===== src/design/tsc_cfg.svh =====
`ifndef TSC_CFG_SVH
`define TSC_CFG_SVH

// Device register offsets
`define TSC_OFF_CFG0      8'h01
`define TSC_OFF_HI_UPPER  8'h02
`define TSC_OFF_HI_LOWER  8'h03
`define TSC_OFF_LO_UPPER  8'h04
`define TSC_OFF_LO_LOWER  8'h05
`define TSC_OFF_FAPPLY    8'h06
`define TSC_OFF_SOFT_DATA 8'h07
`define TSC_OFF_SOFT_EN   8'h08
`define TSC_OFF_PIN_FUNC  8'h09
`define TSC_OFF_STATUS    8'h0c
`define TSC_REG_FIRST     1
`define TSC_REG_LAST      9

// Field positions
`define TSC_CAP_MSB       4
`define TSC_CAP_LSB       0
`define TSC_CKDIV_TOP     7
`define TSC_CKDIV_MSB     6
`define TSC_CKDIV_LSB     5
`define TSC_CKDIV_MAX_TAP 3'h4
`define TSC_INT_MSB       15
`define TSC_INT_LSB       12
`define TSC_FRAC_MSB      11
`define TSC_FRAC_LSB      0
`define TSC_PIN_FUNC_MASK 8'h07
`define TSC_BIT0_MASK     8'h01

// Values
`define TSC_RST_BYTE      8'h00
`define TSC_RST_WORD      16'h0000
`define TSC_FRAC_ZERO     12'h000
`define TSC_INT_OFFSET    5'h10
`define TSC_DIV_MIN       16'h2f42
`define TSC_DIV_MAX       16'hc05a

// Host controller's own register offsets
`define TSC_H_OFF_ADDR    8'h00
`define TSC_H_OFF_WDATA   8'h01
`define TSC_H_OFF_CMD     8'h02
`define TSC_H_OFF_STATUS  8'h03
`define TSC_H_OFF_RDATA   8'h04
`define TSC_H_OFF_CTRL    8'h05

`endif


===== src/design/tsc_pkg.sv =====
`default_nettype none

package tsc_pkg;

    typedef enum logic [2:0] {
        TSC_PF_CLK_SDO = 3'h0,
        TSC_PF_SDO     = 3'h1,
        TSC_PF_CLK     = 3'h2,
        TSC_PF_RSV3    = 3'h3,
        TSC_PF_RSV4    = 3'h4,
        TSC_PF_NOOSC   = 3'h5,
        TSC_PF_READY   = 3'h6,
        TSC_PF_DATA    = 3'h7
    } tsc_pin_fn_t;

    typedef struct packed {
        logic [9:1][7:0] bank;
        logic [15:0]     act_hi;
        logic [15:0]     act_lo;
        logic [5:0]      sync1;
        logic [5:0]      sync2;
        logic [4:0]      div_cnt;
        logic [7:0]      rdata;
        logic [16:0]     synth_div;
        logic [4:0]      cap;
        logic            frac_on;
        logic            tx_data;
        logic            tx_en;
        logic            clk_out;
        logic            pin_out;
    } tsc_dev_state_t;

    typedef enum logic [2:0] {
        TSC_H_IDLE  = 3'b001,
        TSC_H_ISSUE = 3'b010,
        TSC_H_CAPT  = 3'b100
    } tsc_host_fsm_t;

    typedef struct packed {
        tsc_host_fsm_t fsm;
        logic [7:0]    h_addr;
        logic [7:0]    h_wdata;
        logic [7:0]    link_rdata;
        logic [7:0]    sw_rdata;
        logic [15:0]   hi_word;
        logic [15:0]   lo_word;
        logic [7:0]    link_addr;
        logic [7:0]    link_wdata;
        logic          link_wr;
        logic          link_rd;
        logic          soft_data;
        logic          soft_en;
        logic          refused;
        logic          rdone;
        logic          din_pin;
        logic          en_pin;
        logic          wide_bw;
    } tsc_host_state_t;

endpackage : tsc_pkg

`default_nettype wire


===== src/design/tsc_link_if.sv =====
`timescale 1ns/1ps
`default_nettype none

interface tsc_link_if;
    logic [7:0] addr;
    logic [7:0] wdata;
    logic       wr;
    logic       rd;
    logic [7:0] rdata;
    logic       din;
    logic       enable;

    modport dev (input addr, wdata, wr, rd, din, enable, output rdata);
    modport host (output addr, wdata, wr, rd, din, enable, input rdata);
endinterface : tsc_link_if

`default_nettype wire


===== src/design/tsc_device_end.sv =====
// Overview of operation
// - Config byte: capacitor low five, divider top three
// - Divider codes 0-3 give 2-16, 1XX gives 32
// - High-tone word from upper and lower bytes
// - Top nibble integer, low twelve bits fraction
// - Low-tone word sets low tone or carrier
// - Host keeps divider words inside valid range
// - Sixteen added to integer part internally
// - Zero fractions stop the delta-sigma modulator
// - Host may pick wide bandwidth when integer-only
// - Apply bit copies divider bytes to active
// - Apply bit clears itself after the update
// - Soft data bit mirrors the data pin
// - Host holds unused data source low
// - Soft enable bit mirrors the enable pin
// - Host holds unused enable source low
// - Pin function in bits 2-0, rest zero
// - Pin function codes select the output source
// - Status top nibble shows current integer nibble
`timescale 1ns/1ps
`include "tsc_cfg.svh"
`default_nettype none

module tsc_device_end
    import tsc_pkg::*;
(
    input  wire logic        clk_in,
    input  wire logic        rst_n_in,
    tsc_link_if.dev          link,
    input  wire logic        mode_fsk_in,
    input  wire logic        clk_out_gate_in,
    input  wire logic        cs_n_in,
    input  wire logic        sdo_in,
    input  wire logic        osc_stopped_in,
    input  wire logic        synth_locked_in,
    output logic [4:0]       cap_level_out,
    output logic             clock_out,
    output logic             general_output_pin_out,
    output logic [15:0]      active_hi_div_out,
    output logic [15:0]      active_lo_div_out,
    output logic [16:0]      synth_div_out,
    output logic             frac_mod_on_out,
    output logic             tx_data_out,
    output logic             tx_enable_out
);

    localparam int PIN_LOCK = 0;
    localparam int PIN_OSC  = 1;
    localparam int PIN_SDO  = 2;
    localparam int PIN_CSN  = 3;
    localparam int PIN_EN   = 4;
    localparam int PIN_DIN  = 5;

    tsc_dev_state_t q;
    tsc_dev_state_t next_q;

    logic [5:0]  pins_raw;
    logic        eff_data;
    logic        eff_en;
    logic [2:0]  ck_tap;
    logic        ck_div;
    logic [15:0] sel_word;
    logic [3:0]  status_nib;
    logic [7:0]  status_byte;
    tsc_pin_fn_t pin_func;

    assign pins_raw = {link.din, link.enable, cs_n_in, sdo_in, osc_stopped_in, synth_locked_in};

    always_comb begin
        next_q = q;

        // Pins come from outside the clock domain
        next_q.sync1 = pins_raw;
        next_q.sync2 = q.sync1;

        eff_data = q.sync2[PIN_DIN] | q.bank[`TSC_OFF_SOFT_DATA][0];
        eff_en   = q.sync2[PIN_EN] | q.bank[`TSC_OFF_SOFT_EN][0];

        // Free-running divider; tap 0 is clk_in divided by two
        next_q.div_cnt = q.div_cnt + 5'h01;
        ck_tap = q.bank[`TSC_OFF_CFG0][`TSC_CKDIV_TOP] ? `TSC_CKDIV_MAX_TAP :
                 {1'b0, q.bank[`TSC_OFF_CFG0][`TSC_CKDIV_MSB:`TSC_CKDIV_LSB]};
        ck_div = q.div_cnt[ck_tap];

        // FSK picks tone by data, ASK always runs on the low-tone word
        sel_word = (mode_fsk_in && eff_data) ? q.act_hi : q.act_lo;
        status_nib = sel_word[`TSC_INT_MSB:`TSC_INT_LSB];
        status_byte = {status_nib, 2'b00, q.sync2[PIN_LOCK], q.sync2[PIN_OSC]};

        // Apply strobe: transfer and self-clear on the same edge
        if (q.bank[`TSC_OFF_FAPPLY][0]) begin
            next_q.act_hi = {q.bank[`TSC_OFF_HI_UPPER], q.bank[`TSC_OFF_HI_LOWER]};
            next_q.act_lo = {q.bank[`TSC_OFF_LO_UPPER], q.bank[`TSC_OFF_LO_LOWER]};
            next_q.bank[`TSC_OFF_FAPPLY] = `TSC_RST_BYTE;
        end

        // A new write lands after the self-clear so it is never lost
        for (int i = `TSC_REG_FIRST; i <= `TSC_REG_LAST; i++) begin
            if (link.wr && link.addr == 8'(i)) begin
                if (8'(i) == `TSC_OFF_FAPPLY) begin
                    next_q.bank[i] = link.wdata & `TSC_BIT0_MASK;
                end else begin
                    next_q.bank[i] = link.wdata;
                end
            end
        end

        // Read data stand the cycle after the strobe, zero when idle
        next_q.rdata = `TSC_RST_BYTE;
        if (link.rd) begin
            if (link.addr == `TSC_OFF_STATUS) begin
                next_q.rdata = status_byte;
            end else if (link.addr >= 8'(`TSC_REG_FIRST) &&
                         link.addr <= 8'(`TSC_REG_LAST)) begin
                next_q.rdata = q.bank[link.addr[3:0]];
            end
        end

        // Integer part carries the fixed offset inside the synthesizer
        next_q.synth_div = {(5'(sel_word[`TSC_INT_MSB:`TSC_INT_LSB]) + `TSC_INT_OFFSET),
                            sel_word[`TSC_FRAC_MSB:`TSC_FRAC_LSB]};
        next_q.frac_on = (q.act_hi[`TSC_FRAC_MSB:`TSC_FRAC_LSB] != `TSC_FRAC_ZERO) ||
                         (q.act_lo[`TSC_FRAC_MSB:`TSC_FRAC_LSB] != `TSC_FRAC_ZERO);
        next_q.cap = q.bank[`TSC_OFF_CFG0][`TSC_CAP_MSB:`TSC_CAP_LSB];
        next_q.clk_out = ck_div;
        next_q.tx_data = eff_data;
        next_q.tx_en = eff_en;

        // Reserved pin codes drive low
        pin_func = tsc_pin_fn_t'(q.bank[`TSC_OFF_PIN_FUNC][2:0]);
        unique case (pin_func)
            TSC_PF_CLK_SDO: next_q.pin_out = q.sync2[PIN_CSN] ? (clk_out_gate_in & ck_div)
                                                             : q.sync2[PIN_SDO];
            TSC_PF_SDO:     next_q.pin_out = q.sync2[PIN_SDO];
            TSC_PF_CLK:     next_q.pin_out = ck_div;
            TSC_PF_RSV3:    next_q.pin_out = 1'b0;
            TSC_PF_RSV4:    next_q.pin_out = 1'b0;
            TSC_PF_NOOSC:   next_q.pin_out = q.sync2[PIN_OSC];
            TSC_PF_READY:   next_q.pin_out = q.sync2[PIN_LOCK];
            TSC_PF_DATA:    next_q.pin_out = q.bank[`TSC_OFF_SOFT_DATA][0];
        endcase
    end

    always_ff @(posedge clk_in) begin
        if (!rst_n_in) begin
            q <= '0;
        end else begin
            q <= next_q;
        end
    end

    assign link.rdata             = q.rdata;
    assign cap_level_out          = q.cap;
    assign clock_out              = q.clk_out;
    assign general_output_pin_out = q.pin_out;
    assign active_hi_div_out      = q.act_hi;
    assign active_lo_div_out      = q.act_lo;
    assign synth_div_out          = q.synth_div;
    assign frac_mod_on_out        = q.frac_on;
    assign tx_data_out            = q.tx_data;
    assign tx_enable_out          = q.tx_en;

endmodule : tsc_device_end

`default_nettype wire


===== src/flat_wrapper.sv =====
// flat-port wrapper written by rule: the top's interface ports become plain ports
module tsc_device_end_flat import tsc_pkg::*;
  (clk_in, rst_n_in, mode_fsk_in, clk_out_gate_in, cs_n_in, sdo_in, osc_stopped_in, synth_locked_in, cap_level_out, clock_out, general_output_pin_out, active_hi_div_out, active_lo_div_out, synth_div_out, frac_mod_on_out, tx_data_out, tx_enable_out, link_addr, link_wdata, link_wr, link_rd, link_din, link_enable, link_rdata);
  tsc_link_if link_i ();
  input  wire logic clk_in;
  input  wire logic rst_n_in;
  input  wire logic mode_fsk_in;
  input  wire logic clk_out_gate_in;
  input  wire logic cs_n_in;
  input  wire logic sdo_in;
  input  wire logic osc_stopped_in;
  input  wire logic synth_locked_in;
  output logic [4:0] cap_level_out;
  output logic clock_out;
  output logic general_output_pin_out;
  output logic [15:0] active_hi_div_out;
  output logic [15:0] active_lo_div_out;
  output logic [16:0] synth_div_out;
  output logic frac_mod_on_out;
  output logic tx_data_out;
  output logic tx_enable_out;
  input wire logic [$bits(link_i.addr)-1:0] link_addr;
  input wire logic [$bits(link_i.wdata)-1:0] link_wdata;
  input wire logic [$bits(link_i.wr)-1:0] link_wr;
  input wire logic [$bits(link_i.rd)-1:0] link_rd;
  input wire logic [$bits(link_i.din)-1:0] link_din;
  input wire logic [$bits(link_i.enable)-1:0] link_enable;
  output wire logic [$bits(link_i.rdata)-1:0] link_rdata;
  assign link_i.addr = link_addr;
  assign link_i.wdata = link_wdata;
  assign link_i.wr = link_wr;
  assign link_i.rd = link_rd;
  assign link_i.din = link_din;
  assign link_i.enable = link_enable;
  assign link_rdata = link_i.rdata;
  tsc_device_end u_core (.clk_in(clk_in), .rst_n_in(rst_n_in), .link(link_i), .mode_fsk_in(mode_fsk_in), .clk_out_gate_in(clk_out_gate_in), .cs_n_in(cs_n_in), .sdo_in(sdo_in), .osc_stopped_in(osc_stopped_in), .synth_locked_in(synth_locked_in), .cap_level_out(cap_level_out), .clock_out(clock_out), .general_output_pin_out(general_output_pin_out), .active_hi_div_out(active_hi_div_out), .active_lo_div_out(active_lo_div_out), .synth_div_out(synth_div_out), .frac_mod_on_out(frac_mod_on_out), .tx_data_out(tx_data_out), .tx_enable_out(tx_enable_out));
endmodule

===== config.mk =====
export PLATFORM = sky130hd
export DESIGN_NAME = tsc_device_end_flat
export DESIGN_NICKNAME = d
export VERILOG_FILES = /design/src/design/tsc_pkg.sv /design/src/design/tsc_link_if.sv /design/src/design/tsc_device_end.sv /design/src/flat_wrapper.sv
export VERILOG_INCLUDE_DIRS = /design/src /design/src/design
export SDC_FILE = /design/constraint.sdc
export NUM_CORES = 1
export LEC_CHECK = 0
export BUFFER_PORTS_ARGS = -buffer_cell sky130_fd_sc_hd__buf_2
export CAP_MARGIN = 20
export CORE_ASPECT_RATIO = 1.25
export CORE_MARGIN = 8
export CORE_UTILIZATION = 45
export DETAILED_ROUTE_END_ITERATION = 10
export PLACE_DENSITY = 0.65
export SYNTH_ARGS = -nofsm -noshare
export SYNTH_HDL_FRONTEND = slang
export SYNTH_SLANG_ARGS = --single-unit

===== constraint.sdc =====
create_clock -name clk_in -period 3.3 [get_ports clk_in]
set_input_delay 0.66 -clock clk_in [delete_from_list [all_inputs] [get_ports clk_in]]
set_output_delay 0.66 -clock clk_in [all_outputs]
set_load 0.1 [all_outputs]

# ---- Yosys cells after proc, flatten, opt, wreduce, memory -nomap -nowiden
# Index checks and enable logic that the tools add are counted.
dict set report word_totals {
  output_inout_bits 67
  regBits 149
  in_bits 28
  word_cells 81
}
dict set report classes {
  addsub 2
  muxes 10
  bitwise_logic 6
  magnitude_cmp 4
  n_reduce_logical 19
  n_eq_ne 17
}
# operator n
set op_table {}
lappend op_table {{binary-select mux 8 bit (select 4 bit)} 1}
lappend op_table {{== test 8 x 3 -> 1 bit, second input constant} 4}
lappend op_table {{== test 8 x 4 -> 1 bit, second input constant} 3}
lappend op_table {{2-to-1 mux 8 bit} 3}
lappend op_table {{nonzero test 12 bit} 2}
lappend op_table {{== test 8 x 2 -> 1 bit, second input constant} 2}
lappend op_table {{2-to-1 mux 16 bit} 1}
lappend op_table {{== test 3 bit, second input constant} 4}
lappend op_table {{logical AND 1 bit} 11}
lappend op_table {{== test 8 x 1 -> 1 bit, second input constant} 1}
lappend op_table {{>= comparator 8 x 1 -> 1 bit, second input constant} 1}
lappend op_table {{<= comparator 8 x 4 -> 1 bit, second input constant} 1}
lappend op_table {{case mux 1 bit (7 select lines)} 1}
lappend op_table {{== test 3 x 2 -> 1 bit, second input constant} 2}
lappend op_table {{adder 4 x 5 -> 5 bit, second input constant} 1}
lappend op_table {{adder 5 x 1 -> 5 bit, second input constant} 1}
lappend op_table {{< comparator 4 x 5 -> 1 bit, second input constant} 1}
lappend op_table {{< comparator 3 x 4 -> 1 bit, second input constant} 1}
lappend op_table {{AND reduction 2 bit} 2}
lappend op_table {{OR reduction 4 bit} 1}
lappend op_table {{binary-select mux 1 bit (select 3 bit)} 1}
lappend op_table {{== test 3 x 1 -> 1 bit, second input constant} 1}
lappend op_table {{zero test 3 bit} 1}
lappend op_table {{2-to-1 mux 3 bit} 1}
lappend op_table {{other kinds (6)} 10}

# ---- Longest topological paths before layout
dict set report logic_depth {
  ltp_word 6
  ltp_mapped 6
  depth_no_buf 4
}

# ---- Worst setup path before layout
# No wires, ideal clock.
dict set report synth_timing {
  path_type {input -> register}
  start {in link_addr[1]}
  end {reg u_core.q, in the netlist u_core.link.rdata[6]}
  t_arrival_ps 1771
  cell_stages 5
  t_required_ps 3178
  setup_ps 122
  path_slack_ps 1407
  n_path_buf 1
  cell_sequence {buf_2 mux2_2 a221oi_1 nor3_1 a311o_1}
}
dict set report synth_via {
  elab_chain_cells 4
  word_cells_on_any_way 8
  cone_classes {order compare (2); eq/ne (1); mux (4); reduce/logical (1)}
}
# element line
set synth_rtl {}
lappend synth_rtl {{start, declared} flat_wrapper.sv:22} ;# input wire logic [$bits(link_i.addr)-1:0] link_addr;
lappend synth_rtl {{>= comparator 8 x 1 -> 1 bit, or another cell as far along} tsc_device_end.sv:113} ;# end else if (link.addr >= 8'(`TSC_REG_FIRST) &&
lappend synth_rtl {{logical AND 1 bit or 2-to-1 mux 8 bit (tied branches)} {tsc_device_end.sv:113, tsc_device_end.sv:115}}
lappend synth_rtl {{2-to-1 mux 8 bit} tsc_device_end.sv:113}
lappend synth_rtl {{2-to-1 mux 8 bit *} tsc_device_end.sv:111} ;# if (link.addr == `TSC_OFF_STATUS) begin
lappend synth_rtl {{end signal, assigned} tsc_device_end.sv:148} ;# q <= next_q;
lappend synth_rtl {{end, declared} tsc_device_end.sv:54} ;# tsc_dev_state_t q;
# Every way passes the cells marked *; elsewhere a longest branch is shown, timed or not. The select of a mux whose other input is x is not followed.
# A chain may end at the register's enable or synchronous reset.

# ---- Final worst setup path
dict set report layout_timing {
  start {in link_addr[1]}
  end {reg u_core.q, in the netlist u_core.link.rdata[0]}
}
# The elaborated chain is that of the path after synthesis.

==> impl_metrics.yaml <==
outcome:
  status: "completed"
clock_network:
  postCtsSetupBuffers: 0
  tritoncts: "yes"
  clkTransAtPathRegs_ns: 0.06
  clock_latency_ns: 0.42
  cts_root_buffer: "clkbuf_16"
  ctsHoldBuffers: 0
  cts_num_sinks: 149
  cts.repair.resized: 0
  clockBufferDepth: 2
  htree_levels: 4
  cts_made_buffers: 17
worst_setup_path:
  worstReg2RegEnd: "u_core.link.rdata[6]"
  crit_chain: "buf_2, nor2b_1, buf_4, a221o_1, nand4_1, o21ai_1"
  critPathMaxFanout: 32
  r2r_setup_slack_ns: 1.39
  r2r_cells: 4
  worst-endpoint-arrival_ns: 2.39
  r2r-start: "u_core.q[132]"
  crit_type: "input pin to flip-flop"
  cp-start-kind: "input pin"
  cp_slowest_cell: "buf_2"
  cp_num_cells: 6
  cp-end-kind: "flip-flop"
  max_stage_delay_ns: 0.50
  crit_required_ns: 3.62
  critPathTopFamily: "buffers and inverters"
  cp-startpoint: "link_addr[1]"
  endpoint: "u_core.link.rdata[0]"
  cp_num_buf_inv: 2
logic_synthesis:
  ys_ff_latch: 149
  syn-num-nets: 676
  syn-instance-count: 647
  synth_edf_count: 0
  ys_seq_area_share_pct: 44.5
  async_flop_share_pct: 0
  synth_cell_type_count: 50
  synth_ff_type: "dfxtp_1"
  synth_area_per_cell_um2: 10.4
  yosys_warnings: 0
  syn_area_um2: 6700
global_routing:
  overflow: 0
  grt_pass1_wl_um: 25400
  grt_pass1_vias: 4602
  grt_usage_pct: 16.9
  antenna_found_initial: 0
  grt_start_max_net_pins: 144
timing:
  drv_slew: 0
  slew_headroom_pct: 37.1
  finalSetupTns_ns: 0
  setup_violations: 0
  hold_ws_ns: 0.433
  hold_viol: 0
  final.min_clock_period_ns: 2.06
  fin_worst_skew_ns: 0.0101
  finalCritPeriodShare_pct: 62.4
  rsz0062_at_grt: "no"
  tightest_slew_ns: 0.943
  worst_slack_ns: 1.24
  fmax_mhz: 485
final_layout:
  fill_cells: 1366
  layout.nets: 689
  n_antenna_cell: 0
  stdcell_count: 855
  drive_gt1_share_pct: 23.2
  final_core_util_pct: 50.1
  synthToLayoutAreaGrowth_pct: 10.4
power:
  total_leakage_power_nw: 3.22
  ir_drop_v: 0.000279
  powerDensity_nw_per_um2: 535
routing:
  via_count: 4521
  totalWireLength_um: 16100
  drt-initial-drc-count: 304
  detail-route-antenna-nets: 0
  routedWlPerCell_um: 18.8
  viasPerCell: 5.29
  dr.pass1.iters: 4
  drcViolationCount: 0
placed_design:
  dp.cells: 823
  gp_congestion: 0.860
  place_worst_setup_slack_ns: 0.818
  io_buffers: 94
  hpwl_um: 11500
die:
  die-area_um2: 19100
  num_rows: 50
  die_y_um: 152
  start_util_pct: 45.4
  die_w_um: 125
  coreArea_um2: 14800
  pin_count: 95
hold_path:
  hold_path_class: "flip-flop to flip-flop"
  min-delay-start: "u_core.next_q[42]"
run:
  cap_violations: 0
-- registers in the layout, summed over array words and instances (netlist names) --
register and count:
u_core.cap_level_out 5, u_core.frac_mod_on_out 1, u_core.synth_div_out 17, u_core.tx_data_out 1, u_core.q 68, u_core.pin_func 3
u_core.general_output_pin_out 1, u_core.clock_out 1, u_core.tx_enable_out 1, u_core.active_hi_div_out 16, u_core.active_lo_div_out 16, u_core.link.rdata 8
u_core.next_q 11
-- synthesized netlist by cell type (2+ instances only) --
| cell type | number | share of area [%] |
|---|---|---|
| and2b_1 | 2 | 0.22 |
| nand2b_1 | 5 | 0.47 |
| nand4_4 | 5 | 1.6 |
| and2_1 | 22 | 2.1 |
| a221o_1 | 8 | 1.2 |
| nor3b_1 | 2 | 0.22 |
| clkbuf_1 | 29 | 1.6 |
| xnor2_1 | 2 | 0.26 |
| nor2b_1 | 102 | 9.5 |
| o21a_1 | 4 | 0.45 |
| buf_2 | 10 | 0.75 |
| nor2_1 | 6 | 0.34 |
| mux2i_1 | 111 | 17 |
| nor4_1 | 6 | 0.56 |
| and3_1 | 3 | 0.28 |
| a21boi_0 | 13 | 1.5 |
| nand4_1 | 9 | 0.84 |
| buf_4 | 65 | 7.3 |
| a21oi_1 | 6 | 0.45 |
| dfxtp_1 | 149 | 45 |
| mux2_2 | 15 | 2.5 |
| a221oi_1 | 6 | 0.78 |
| nand2_1 | 32 | 1.8 |
| o32ai_1 | 2 | 0.26 |
| inv_1 | 2 | 0.11 |
| nand3_1 | 2 | 0.15 |
| o21ai_0 | 6 | 0.45 |
-- stage by stage --
| step | instance area [µm²] | power [mW] |
|---|---|---|
| after floorplan | 6700 | 1.99 |
| after global placement | 6800 | 2.04 |
| after detailed placement | 6800 | 2.04 |
| after CTS | 7400 | 3.99 |
| after global routing | 7400 | 4.08 |
| final | 7400 | 3.96 |
-- final cells by class --
cell class / count / area, µm² / area share [%]
flip-flops and latches: 149 / 2980 / 40.3
inverters: 2 / 7.51 / 0.101
well taps: 182 / 228 / 3.08
repair buffers: 99 / 520 / 7.04
clock inverters: 13 / 158 / 2.13
multi-input cells: 391 / 3060 / 41.3
clock buffers: 19 / 443 / 5.99
-- where the power goes --
part | total (mW) | internal [mW] | switching [mW]
combinational | 0.184 | 0.0665 | 0.117
clock | 1.95 | 1.20 | 0.748
sequential | 1.82 | 1.81 | 0.00673
-- cells by family after synthesis --
family                     after synthesis  synth area share [%]
muxes                                  127                  19.4
AOI/OAI and AO/OA                       52                  5.86
and+or+nand+nor                        208                  19.8
xor gates and xnor gates                 3                 0.392
adders and majority gates                1                 0.187
buffers and inverters                  107                  9.82
DFF                                    149                  44.5
-- how the worst min path moves through the flow --
stage / end / cells after the start
6_report: u_core.q[42] / 1
5_1_grt: u_core.next_q[43] / 2
4_1_cts: u_core.next_q[42] / 2
3_5_place_dp: u_core.tx_enable_out / 1
3_3_place_gp: u_core.q[44] / 1
2_1_floorplan: u_core.tx_enable_out / 1
-- placed cells by master, fill, tap and decap left out, drive strengths merged, types with 4 or more instances in the layout --
| cell type | Yosys | routed |
|---|---|---|
| nand2b | 5 | 5 |
| nor2 | 6 | 6 |
| a221oi | 6 | 6 |
| a21oi | 6 | 6 |
| nand2 | 32 | 32 |
| clkbuf | 29 | 19 |
| a221o | 8 | 8 |
| dfxtp | 149 | 149 |
| mux2 | 15 | 15 |
| clkinvlp | 0 | 4 |
| buf | 76 | 99 |
| o21a | 4 | 4 |
| nor4 | 7 | 7 |
| a21boi | 13 | 13 |
| o21ai | 8 | 8 |
| clkinv | 0 | 6 |
| nor2b | 102 | 102 |
| mux2i | 111 | 111 |
| nand4 | 15 | 15 |
| and2 | 22 | 22 |
-- worst reg2reg max path: stages (launching register included) --
cell,delay [ns]
dfxtp_1,0.38
o21ai_2,0.77
nand2_1,0.14
a21boi_0,0.36
a311o_1,0.22
-- per-layer routing --
layer / GRT usage (%) / part of all wire (%) / up-vias
li1: - / - / 2191
met1: 19.6 / 43 / 2176
met2: 28.4 / 49 / 130
met3: 5.18 / 5.9 / 24
met4: 7.15 / 2.3 / 0
met5: 0 / 0 / -
Note: power is estimated with default switching activity, not from simulation.
